--- src/hw/scg_cfg.svh ---
// constants for the source channel gpio logic: times, counts, reset values
// assumes a single 40 MHz system clock and a synchronous active-low reset
`ifndef SCG_CFG_SVH
`define SCG_CFG_SVH

// ==========================================================
// clock and timing
`define SCG_CLK_HZ       40000000
`define SCG_PULSE_MS     100
`define SCG_DEB_US       5000
`define SCG_PULSE_CYCLES ((`SCG_CLK_HZ / 1000) * `SCG_PULSE_MS)
`define SCG_DEB_CYCLES   ((`SCG_CLK_HZ / 1000000) * `SCG_DEB_US)

// ==========================================================
// command line positions (pins 11 to 15)
`define SCG_LINE_ON      0
`define SCG_LINE_OFF     1
`define SCG_LINE_3       2
`define SCG_LINE_4       3
`define SCG_LINE_5       4
`define SCG_NUM_LINES    5

// ==========================================================
// profile encoding and reset values
`define SCG_PROF_HYBRID  1'b1
`define SCG_PIN_IDLE     1'b1
`define SCG_LAMP_RST     5'h00
`define SCG_ROUTE_RST    3'h0

`endif

--- src/hw/scg_pkg.sv ---
// types shared by the source channel gpio logic
// assumes scg_cfg.svh is on the include path
package scg_pkg;

  // ==========================================================
  // channel state, gray along off to on
  typedef enum logic [0:0]
  {
    SCG_OFF = 1'b0,
    SCG_ON  = 1'b1
  } scg_chan_t;

  // ==========================================================
  // lamp and pulse outputs, bit 0 is output line one
  typedef struct packed
  {
    logic aux5;    // codec: talk to source, hybrid: stop pulse
    logic aux4;    // codec: mute, hybrid: start pulse
    logic aux3;    // codec: talk to control room, hybrid: preview
    logic offLamp;
    logic onLamp;
  } scg_lamp_t;

  // ==========================================================
  // state handed to the console audio path
  typedef struct packed
  {
    logic talkToSource;
    logic previewRoute;
    logic silence;
  } scg_route_t;

endpackage

--- src/hw/scg_input_cond.sv ---
// one active-low command line: two-flop synchroniser, debounce, assert event
// assumes pin_b is asynchronous to clk and idles high
`include "scg_cfg.svh"

module scg_input_cond
  import scg_pkg::*;
#(
  parameter int unsigned DEB_CYCLES = `SCG_DEB_CYCLES
)
(
  input  wire logic clk,
  input  wire logic rst_b,
  input  wire logic pin_b,
  output logic      level,
  output logic      assertEv
);

  localparam int unsigned CW = $clog2(DEB_CYCLES + 1);
  localparam logic [CW-1:0] LAST = CW'(DEB_CYCLES - 1);

  logic          sync1;
  logic          sync2;
  logic [CW-1:0] cnt;
  logic [CW-1:0] next_cnt;
  logic          next_level;
  logic          next_assertEv;
  logic          raw;

  // ==========================================================
  // debounce: the line must hold a new level for the full count
  always_comb
  begin
    raw           = ~sync2;
    next_cnt      = '0;
    next_level    = level;
    next_assertEv = 1'b0;
    if (raw != level)
    begin
      if (cnt == LAST)
      begin
        next_level    = raw;
        next_assertEv = raw;
      end
      else
      begin
        next_cnt = cnt + CW'(1);
      end
    end
  end

  // ==========================================================
  // registers; sync1 feeds only sync2
  always_ff @(posedge clk)
  begin
    if (!rst_b)
    begin
      sync1    <= `SCG_PIN_IDLE;
      sync2    <= `SCG_PIN_IDLE;
      cnt      <= '0;
      level    <= 1'b0;
      assertEv <= 1'b0;
    end
    else
    begin
      sync1    <= pin_b;
      sync2    <= sync1;
      cnt      <= next_cnt;
      level    <= next_level;
      assertEv <= next_assertEv;
    end
  end

endmodule

--- src/hw/scg_channel.sv ---
// one console channel's gpio logic towards a codec or a telephone hybrid
// assumes command pins and the profile strap are asynchronous pins
//
// Behaviour
// - codec talk-to-room silences, routes source to preview
// - codec talk-to-source input acts like button
// - codec on lamp: on, no talk-to-room, no mute
// - codec off lamp whenever channel off
// - codec talk-to-room lamp while that talk active
// - codec mute silences outputs, lights mute lamp
// - codec talk-to-source lamp while function active
// - hybrid reset turns off without stop pulse
// - hybrid ready input lights the off lamp while channel off
// - hybrid on lamp whenever channel is on
// - hybrid preview command sets preview, lights lamp
// - hybrid 100 ms start on turn-on or preview
// - hybrid 100 ms stop on off command
`include "scg_cfg.svh"

module scg_channel
  import scg_pkg::*;
#(
  parameter int unsigned CLK_HZ       = `SCG_CLK_HZ,
  parameter int unsigned PULSE_CYCLES = (CLK_HZ / 1000) * `SCG_PULSE_MS,
  parameter int unsigned DEB_CYCLES   = `SCG_DEB_CYCLES
)
(
  input  wire logic                      clk,
  input  wire logic                      rst_b,
  input  wire logic [`SCG_NUM_LINES-1:0] cmdIn_b,
  input  wire logic                      profileSel,
  output scg_lamp_t                      lampOut,
  output scg_route_t                     routeOut
);

  localparam int unsigned PW = $clog2(PULSE_CYCLES + 1);
  localparam logic [PW-1:0] LAST = PW'(PULSE_CYCLES - 1);

  logic [`SCG_NUM_LINES-1:0] lvl;
  logic [`SCG_NUM_LINES-1:0] ev;
  logic                      profS1;
  logic                      profS2;
  logic                      isHyb;
  scg_chan_t                 chanState;
  scg_chan_t                 next_chanState;
  logic                      preview;
  logic                      next_preview;
  logic [1:0]                pulseAct;
  logic [1:0]                next_pulseAct;
  logic [PW-1:0]             pulseCnt [2];
  logic [PW-1:0]             next_pulseCnt [2];
  logic [1:0]                trig;
  scg_lamp_t                 next_lampOut;
  scg_route_t                next_routeOut;
  logic                      chanOn;
  logic                      offEv;
  logic                      hybRstEv;
  logic                      talkCr;
  logic                      mute;
  logic                      talkSrc;
  logic                      ready;

  // ==========================================================
  // input conditioning, one per command line
  generate
    for (genvar i = 0; i < `SCG_NUM_LINES; i++)
    begin : g_line
      scg_input_cond #(
        .DEB_CYCLES (DEB_CYCLES)
      ) u_cond (
        .clk      (clk),
        .rst_b    (rst_b),
        .pin_b    (cmdIn_b[i]),
        .level    (lvl[i]),
        .assertEv (ev[i])
      );
    end
  endgenerate

  // ==========================================================
  // profile decode; lines three to five change meaning with it
  always_comb
  begin
    isHyb    = (profS2 == `SCG_PROF_HYBRID);
    chanOn   = (chanState == SCG_ON);
    offEv    = ev[`SCG_LINE_OFF];
    hybRstEv = isHyb & ev[`SCG_LINE_4];
    talkCr   = ~isHyb & lvl[`SCG_LINE_3];
    mute     = ~isHyb & lvl[`SCG_LINE_4];
    talkSrc  = ~isHyb & lvl[`SCG_LINE_5];
    ready    = isHyb & lvl[`SCG_LINE_5];
  end

  // ==========================================================
  // channel state and preview; off and reset win over on
  always_comb
  begin
    next_chanState = chanState;
    if (offEv || hybRstEv)
    begin
      next_chanState = SCG_OFF;
    end
    else if (ev[`SCG_LINE_ON])
    begin
      next_chanState = SCG_ON;
    end
    next_preview = preview;
    if (!isHyb || offEv || hybRstEv)
    begin
      next_preview = 1'b0;
    end
    else if (ev[`SCG_LINE_3])
    begin
      next_preview = 1'b1;
    end
  end

  // ==========================================================
  // start and stop pulse triggers, hybrid profile only
  always_comb
  begin
    trig[0] = isHyb & ((~chanOn & (next_chanState == SCG_ON))
                       | (next_preview & ~preview));
    trig[1] = isHyb & chanOn & offEv;
  end

  // ==========================================================
  // pulse timers; a trigger while running is ignored
  always_comb
  begin
    for (int i = 0; i < 2; i++)
    begin
      next_pulseAct[i] = pulseAct[i];
      next_pulseCnt[i] = pulseCnt[i];
      if (pulseAct[i])
      begin
        if (pulseCnt[i] == LAST)
        begin
          next_pulseAct[i] = 1'b0;
          next_pulseCnt[i] = '0;
        end
        else
        begin
          next_pulseCnt[i] = pulseCnt[i] + PW'(1);
        end
      end
      else if (trig[i])
      begin
        next_pulseAct[i] = 1'b1;
        next_pulseCnt[i] = '0;
      end
    end
  end

  // ==========================================================
  // lamp and route outputs per profile
  always_comb
  begin
    if (isHyb)
    begin
      next_lampOut.onLamp  = chanOn;
      next_lampOut.offLamp = ~chanOn & ready;
      next_lampOut.aux3    = preview;
      next_lampOut.aux4    = pulseAct[0];
      next_lampOut.aux5    = pulseAct[1];
    end
    else
    begin
      next_lampOut.onLamp  = chanOn & ~talkCr & ~mute;
      next_lampOut.offLamp = ~chanOn;
      next_lampOut.aux3    = talkCr;
      next_lampOut.aux4    = mute;
      next_lampOut.aux5    = talkSrc;
    end
    next_routeOut.silence      = talkCr | mute;
    next_routeOut.previewRoute = talkCr;
    next_routeOut.talkToSource = talkSrc;
  end

  // ==========================================================
  // registers
  always_ff @(posedge clk)
  begin
    if (!rst_b)
    begin
      profS1      <= 1'b0;
      profS2      <= 1'b0;
      chanState   <= SCG_OFF;
      preview     <= 1'b0;
      pulseAct    <= 2'h0;
      pulseCnt[0] <= '0;
      pulseCnt[1] <= '0;
      lampOut     <= `SCG_LAMP_RST;
      routeOut    <= `SCG_ROUTE_RST;
    end
    else
    begin
      profS1      <= profileSel;
      profS2      <= profS1;
      chanState   <= next_chanState;
      preview     <= next_preview;
      pulseAct    <= next_pulseAct;
      pulseCnt[0] <= next_pulseCnt[0];
      pulseCnt[1] <= next_pulseCnt[1];
      lampOut     <= next_lampOut;
      routeOut    <= next_routeOut;
    end
  end
endmodule

--- config.mk ---
export PLATFORM = sky130hd
export DESIGN_NAME = scg_channel
export DESIGN_NICKNAME = d
export VERILOG_FILES = /design/src/hw/scg_pkg.sv /design/src/hw/scg_input_cond.sv /design/src/hw/scg_channel.sv
export VERILOG_INCLUDE_DIRS = /design/src /design/src/hw
export SDC_FILE = /design/constraint.sdc
export NUM_CORES = 1
export LEC_CHECK = 0
export BUFFER_PORTS_ARGS = -buffer_cell sky130_fd_sc_hd__buf_2
export CAP_MARGIN = 20
export CORE_UTILIZATION = 55
export DETAILED_ROUTE_END_ITERATION = 12
export PLACE_DENSITY = 0.81
export RECOVER_POWER = 100
export SYNTH_ARGS = -nofsm -noshare
export SYNTH_HDL_FRONTEND = slang
export SYNTH_SLANG_ARGS = --single-unit
export TNS_END_PERCENT = 100
--- constraint.sdc ---
create_clock -name clk -period 3.78 [get_ports clk]
set_clock_uncertainty 0.05 [all_clocks]
set_input_delay 1.134 -clock clk [delete_from_list [all_inputs] [get_ports clk]]
set_output_delay 1.134 -clock clk [all_outputs]
set_load 0.03 [all_outputs]
## Yosys cells after proc, flatten, opt, wreduce, memory -nomap -nowiden

Memory sizes are Yosys's and may differ from the RTL's.
Index checks and enable logic that the tools add are counted.

| cells by class | value |
|---|---|
| add/subtract/negate cells | 7 |
| equality and inequality tests | 12 |
| muxes and demuxes | 21 |
| bitwise gates (word level) | 33 |
| reduce and logical (&&, ||, !) cells | 18 |

Operator list:

| kind | number |
|---|---|
| 22-bit 2-to-1 mux | 8 |
| 18-bit by 1-bit adder with 18-bit output (second input constant) | 5 |
| 18-bit equality test (second input constant) | 5 |
| 22-bit by 1-bit adder with 22-bit output (second input constant) | 2 |
| 22-bit equality test (second input constant) | 2 |
| 1-bit inverter | 16 |
| 3-bit OR reduction | 5 |
| 1-bit AND | 13 |
| 1-bit 2-to-1 mux | 12 |
| 3-bit AND reduction | 4 |
| 2-bit AND reduction | 5 |
| 5-bit 2-to-1 mux | 1 |
| 1-bit != test | 5 |
| 1-bit OR | 4 |
| 1-bit logical OR | 3 |
| 1-bit logical NOT | 1 |

| word-level totals | value |
|---|---|
| flip-flop bits (word level) | 123 |
| memory bits (writable) | 44 |
| output and inout bits | 8 |
| memories kept | 1 |

Memory list:

| memory | words | width | read ports | clocked after memory_dff | wr ports | line | text |
|---|---|---|---|---|---|---|---|
| pulseCnt | 2 | 22 | 2 | 0 | 2 | scg_channel.sv:50 | `logic [PW-1:0] pulseCnt [2];` |

## Depth between registers and ports, before layout

| logic depth | value |
|---|---|
| word-level depth | 10 |
| mapped depth | 8 |
| gate-level depth less buffers | 6 |

## Hierarchy

A second synthesis with hierarchy kept.

| second synthesis, totals | value |
|---|---|
| cells, all modules | 902 |
| area total of the unflattened synthesis | 8031.5 um2 |

By module, submodules not included:

| module | instances | cells an instance | area an instance (um2) |
|---|---|---|---|
| scg_input_cond | 5 | 112 | 1042.2 |
| scg_channel | 1 | 342 | 2820.2 |

## Worst setup path before layout

No wires, ideal clock.

| path | value |
|---|---|
| path type | input to register |
| start | input rst_b |
| end | register g_line[0].u_cond.cnt[15] |
| setup time | 0.128 ns |
| arrival time | 2.206 ns |
| required time | 3.602 ns |
| path slack | 1.397 ns |
| cell stages on the path | 6 |
| path buffers | 3 |
| path through | inv_1 > clkbuf_1 > or3_1 > clkbuf_1 > clkbuf_1 > nor2_1 |

| between the ends | value |
|---|---|
| word-level cells in the longest chain between the ends | 2 |

RTL lines:

| item | line | text |
|---|---|---|
| from (decl) | scg_channel.sv:29 | `input wire logic rst_b,` |
| 1-bit inverter (no line) | n/a |  |
| 3-bit OR reduction (no line) | n/a |  |
| to (signal assigned) | scg_input_cond.sv:67 | `cnt <= next_cnt;` |
| to (decl) | scg_input_cond.sv:23 | `logic [CW-1:0] cnt;` |

Every way passes these cells.
A chain may end at the register's enable or synchronous reset.

## Worst setup path after layout

| path | value |
|---|---|
| start | input rst_b |
| end | register g_line[1].u_cond.cnt[12] |

| between the ends | value |
|---|---|
| word-level cells in the longest chain between the ends | 2 |

RTL lines:

| item | line |
|---|---|
| 1-bit inverter (no line) | n/a |
| 3-bit OR reduction (no line) | n/a |
| to (signal assigned) | scg_input_cond.sv:67 |
| to (decl) | scg_input_cond.sv:23 |

Every way passes these cells.

==> impl_metrics.tcl <==
set metrics [dict create \
    outcome "complete, no violations" \
    dieWidth_um 117 \
    final-max-slew-violation-count 0 \
    internal_power_mw 2.72 \
    synth_seq_cells 167 \
    grt-ovfl-total 0 \
    worstSetupPathType "primary input to flop" \
    viasPerCell 5.46 \
    relSlewSlack_pct 29.0 \
    seq_area_frac_synth_pct 46.1 \
    drc_errors 0 \
    die-area_um2 13600 \
    drtIter0Drc 361 \
    cts_setup_buffers 0 \
    grt_pass1_wl_um 23600 \
    crit_required_ps 4070 \
    die_y_um 117 \
    p_total_mw 3.54 \
    r2r_cells 7 \
    final_hold_viol_count 0 \
    power_frac_comb_pct 2.0 \
    max_freq_ghz 0.358 \
    core_area_um2 12700 \
    place_congestion 0.770 \
    worstHoldStart "g_line[2].u_cond.sync1$_SDFF_PN1_" \
    drv_cap 0 \
    grt_max_degree 30 \
    tightest_slew_ps 1070 \
    r2r-end "pulseCnt[0][16]$_SDFFE_PN0P_" \
    synth_edf_count 0 \
    clk_latency_ps 430 \
    fin_crit_sh_pct 73.9 \
    p_switching_mw 0.816 \
    cp-start-kind "primary input" \
    critical_path.startpoint "rst_b" \
    p_seq_share_pct 50.3 \
    rsz0062_at_grt "no" \
    cts_tree "built" \
    cts_resized 0 \
    syn_area_um2 7250 \
    arrival_ps 3090 \
    worstHoldEndpoint "g_line[2].u_cond.sync2$_SDFF_PN1_" \
    period_minus_slack_ps 2790 \
    setup_viol 0 \
    grt_use_total_pct 21.7 \
    endpoint_kind "flop" \
    postSynthCellCount 833 \
    place_area_um2 7470 \
    htree_levels 4 \
    numCtsBuffers 17 \
    multi_input_area_um2 3670 \
    first_global_vias 5399 \
    synth_fp_nets 848 \
    setup-tns-final_ps 0 \
    seqCellArea_um2 3340 \
    dr_total_vias 5668 \
    std_cell_rows 41 \
    portBuffers 15 \
    syn_area_per_cell_um2 8.70 \
    async_flop_share_pct 0 \
    root_buffer "clkbuf_16" \
    dp_hpwl_um 8860 \
    ys_warn_count 0 \
    area.growth.synth_to_final_pct 10.4 \
    ff2ff_setup_slack_ps 1040 \
    power_density_nw_per_um2 442 \
    ios 16 \
    dr.pass1.iters 5 \
    synth.distinct_cells 64 \
    cts.hold.buffers_added 0 \
    holdWs_ps 355 \
    whs_path_depth 1 \
    power.leakage_nw 2.56 \
    layout-drive-gt1-share_pct 5.77 \
    clkSinkCount 167 \
    ant_nets 0 \
    antenna_found_initial 0 \
    wire_per_inst_um 12.8 \
    instances_no_fill 1038 \
    initial_core_util_pct 57.0 \
    synth_ff_type "dfxtp_1" \
    dpl.cell_count 1006 \
    antenna_cells 0 \
    clk_path_buf_depth 2 \
    cp_max_fo 21 \
    peakVddDrop_mv 0.347 \
    finalInstanceArea_um2 8000 \
    drt_wl_total_um 13300 \
    min_path_type "flop to flop" \
    clkTransAtPathRegs_ps 70 \
    switching_share_pct 23.1 \
    nNetsFinal 868 \
    timing.rr.start "pulseCnt[0][0]$_SDFFE_PN0P_" \
    nFillCells 1066 \
    clkPwrFrac_pct 47.7 \
]
power groups by stage:
stage	Combinational, mW	Clock [mW]	Sequential, mW
global placement	0.0703	0	1.82
global route	0.0784	1.80	1.78
floorplan	0.0510	0	1.82
CTS	0.0728	1.71	1.78
detailed placement	0.0716	0	1.82
finish	0.0693	1.69	1.78
through the flow:
stage / setup slack, ps / util [%]
CTS: 1470 / 63.3
global route: 728 / 62.9
detailed placement: 1100 / 58.7
finish: 988 / 62.9
global placement: 1120 / 58.7
floorplan: 1400 / -
metal layers:
layer  wire length [um]  up-vias  share of wire, %  track usage (%)
met5                  0        -                 0                0
met4                188        0               1.4             9.03
met3                422       16               3.2             5.61
met2               6100       69                46             34.8
met1               6580     2636                49             28.0
li1                   -     2947                 -                -
cell usage after synthesis, types with 2 or more instances:
master,number,share of area (%)
and3_1,19,1.6
nor3_1,21,1.5
a22oi_1,2,0.21
nor4_1,10,0.86
xor2_1,46,5.6
inv_1,27,1.4
ha_1,7,1.2
a41oi_1,3,0.36
a21oi_1,33,2.3
or4_1,6,0.62
clkbuf_1,11,0.57
or2_2,2,0.17
o21ai_1,2,0.14
nor4_4,2,0.59
dfxtp_1,167,46
or3_1,9,0.78
nor4b_1,7,0.85
o22ai_1,2,0.17
o211ai_1,3,0.31
a31oi_1,16,1.4
or4b_1,2,0.28
and2_1,11,0.95
nand4_1,27,2.3
nor4_2,2,0.35
o21ai_0,17,1.2
nor3b_1,3,0.31
and4_1,5,0.60
mux2i_1,6,0.83
nor2_1,137,7.1
nand4b_1,2,0.24
xnor2_1,42,5.1
buf_4,3,0.31
or2b_1,3,0.31
nand3_1,63,4.4
nand2b_1,13,1.1
nand2_1,62,3.2
buf_6,3,0.47
a211oi_1,6,0.62
nand3b_1,5,0.52
o31ai_1,2,0.21
registers in the layout, summed over array words and instances, names as in the netlist:
name / cells
pulseCnt: 44
g_line.u_cond.assertEv: 4
profS1: 1
g_line.u_cond.cnt: 90
routeOut: 3
lampOut: 5
pulseAct: 2
isHyb: 1
g_line.u_cond.sync2: 5
g_line.u_cond.level: 5
g_line.u_cond.sync1: 5
preview: 1
chanOn: 1
critical path: stages:
cell	delay [ps]
clkbuf_1	110
clkbuf_1	770
nand3_1	780
nor2_1	290
worst max path at each step:
stage	depth (start not counted)	endpoint	slack, ps
6_report	4	g_line[1].u_cond.cnt[12]$_SDFF_PP0_	990
5_1_grt	7	pulseCnt[0][21]$_SDFFE_PN0P_	730
4_1_cts	6	pulseCnt[0][29]$_SDFFE_PN0P_	1470
3_5_place_dp	5	g_line[4].u_cond.cnt[16]$_SDFF_PP0_	1100
3_3_place_gp	5	g_line[4].u_cond.cnt[3]$_SDFF_PP0_	1120
2_1_floorplan	6	g_line[0].u_cond.cnt[15]$_SDFF_PP0_	1400
logic make-up (layout without fill, tap and decap cells):
logic type                 Yosys count  count (layout)  share of synthesized area (%)
xor gates and xnor gates            88              88                           10.6
and+or+nand+nor                    421             421                           29.9
muxes                                6               6                          0.829
AOI/OAI and AO/OA                   97              97                           8.22
buffers and inverters               47              80                           3.07
DFF                                167             167                           46.1
adders and majority gates            7               7                           1.21
layout make-up:
type	instances	share of cell area (%)
sequential	167	41.8
inverter	27	1.27
clock buffer	17	5.32
multi-input combinational	619	45.9
timing repair buffer	21	1.08
tap	172	2.69
clock inverter	15	1.95
layout by cell type (no fill, tap or decap), types with 4 or more instances in the layout:
cell,count
nand2b_1,13
a211oi_1,5
nand3b_1,5
inv_6,4
and3_1,19
inv_1,27
nor4b_1,7
dfxtp_1,167
nor2_1,137
xnor2_1,42
and4_1,5
nor3_1,21
or4_1,6
and2_1,10
nand2_1,62
clkbuf_16,17
ha_1,7
xor2_1,46
nor4_1,11
mux2i_1,6
or3_1,9
inv_8,4
clkbuf_1,15
nand3_1,64
nand4_1,27
a21oi_1,33
buf_2,6
o21ai_0,19
a31oi_1,16
Note: power is estimated with default switching activity, not from simulation.
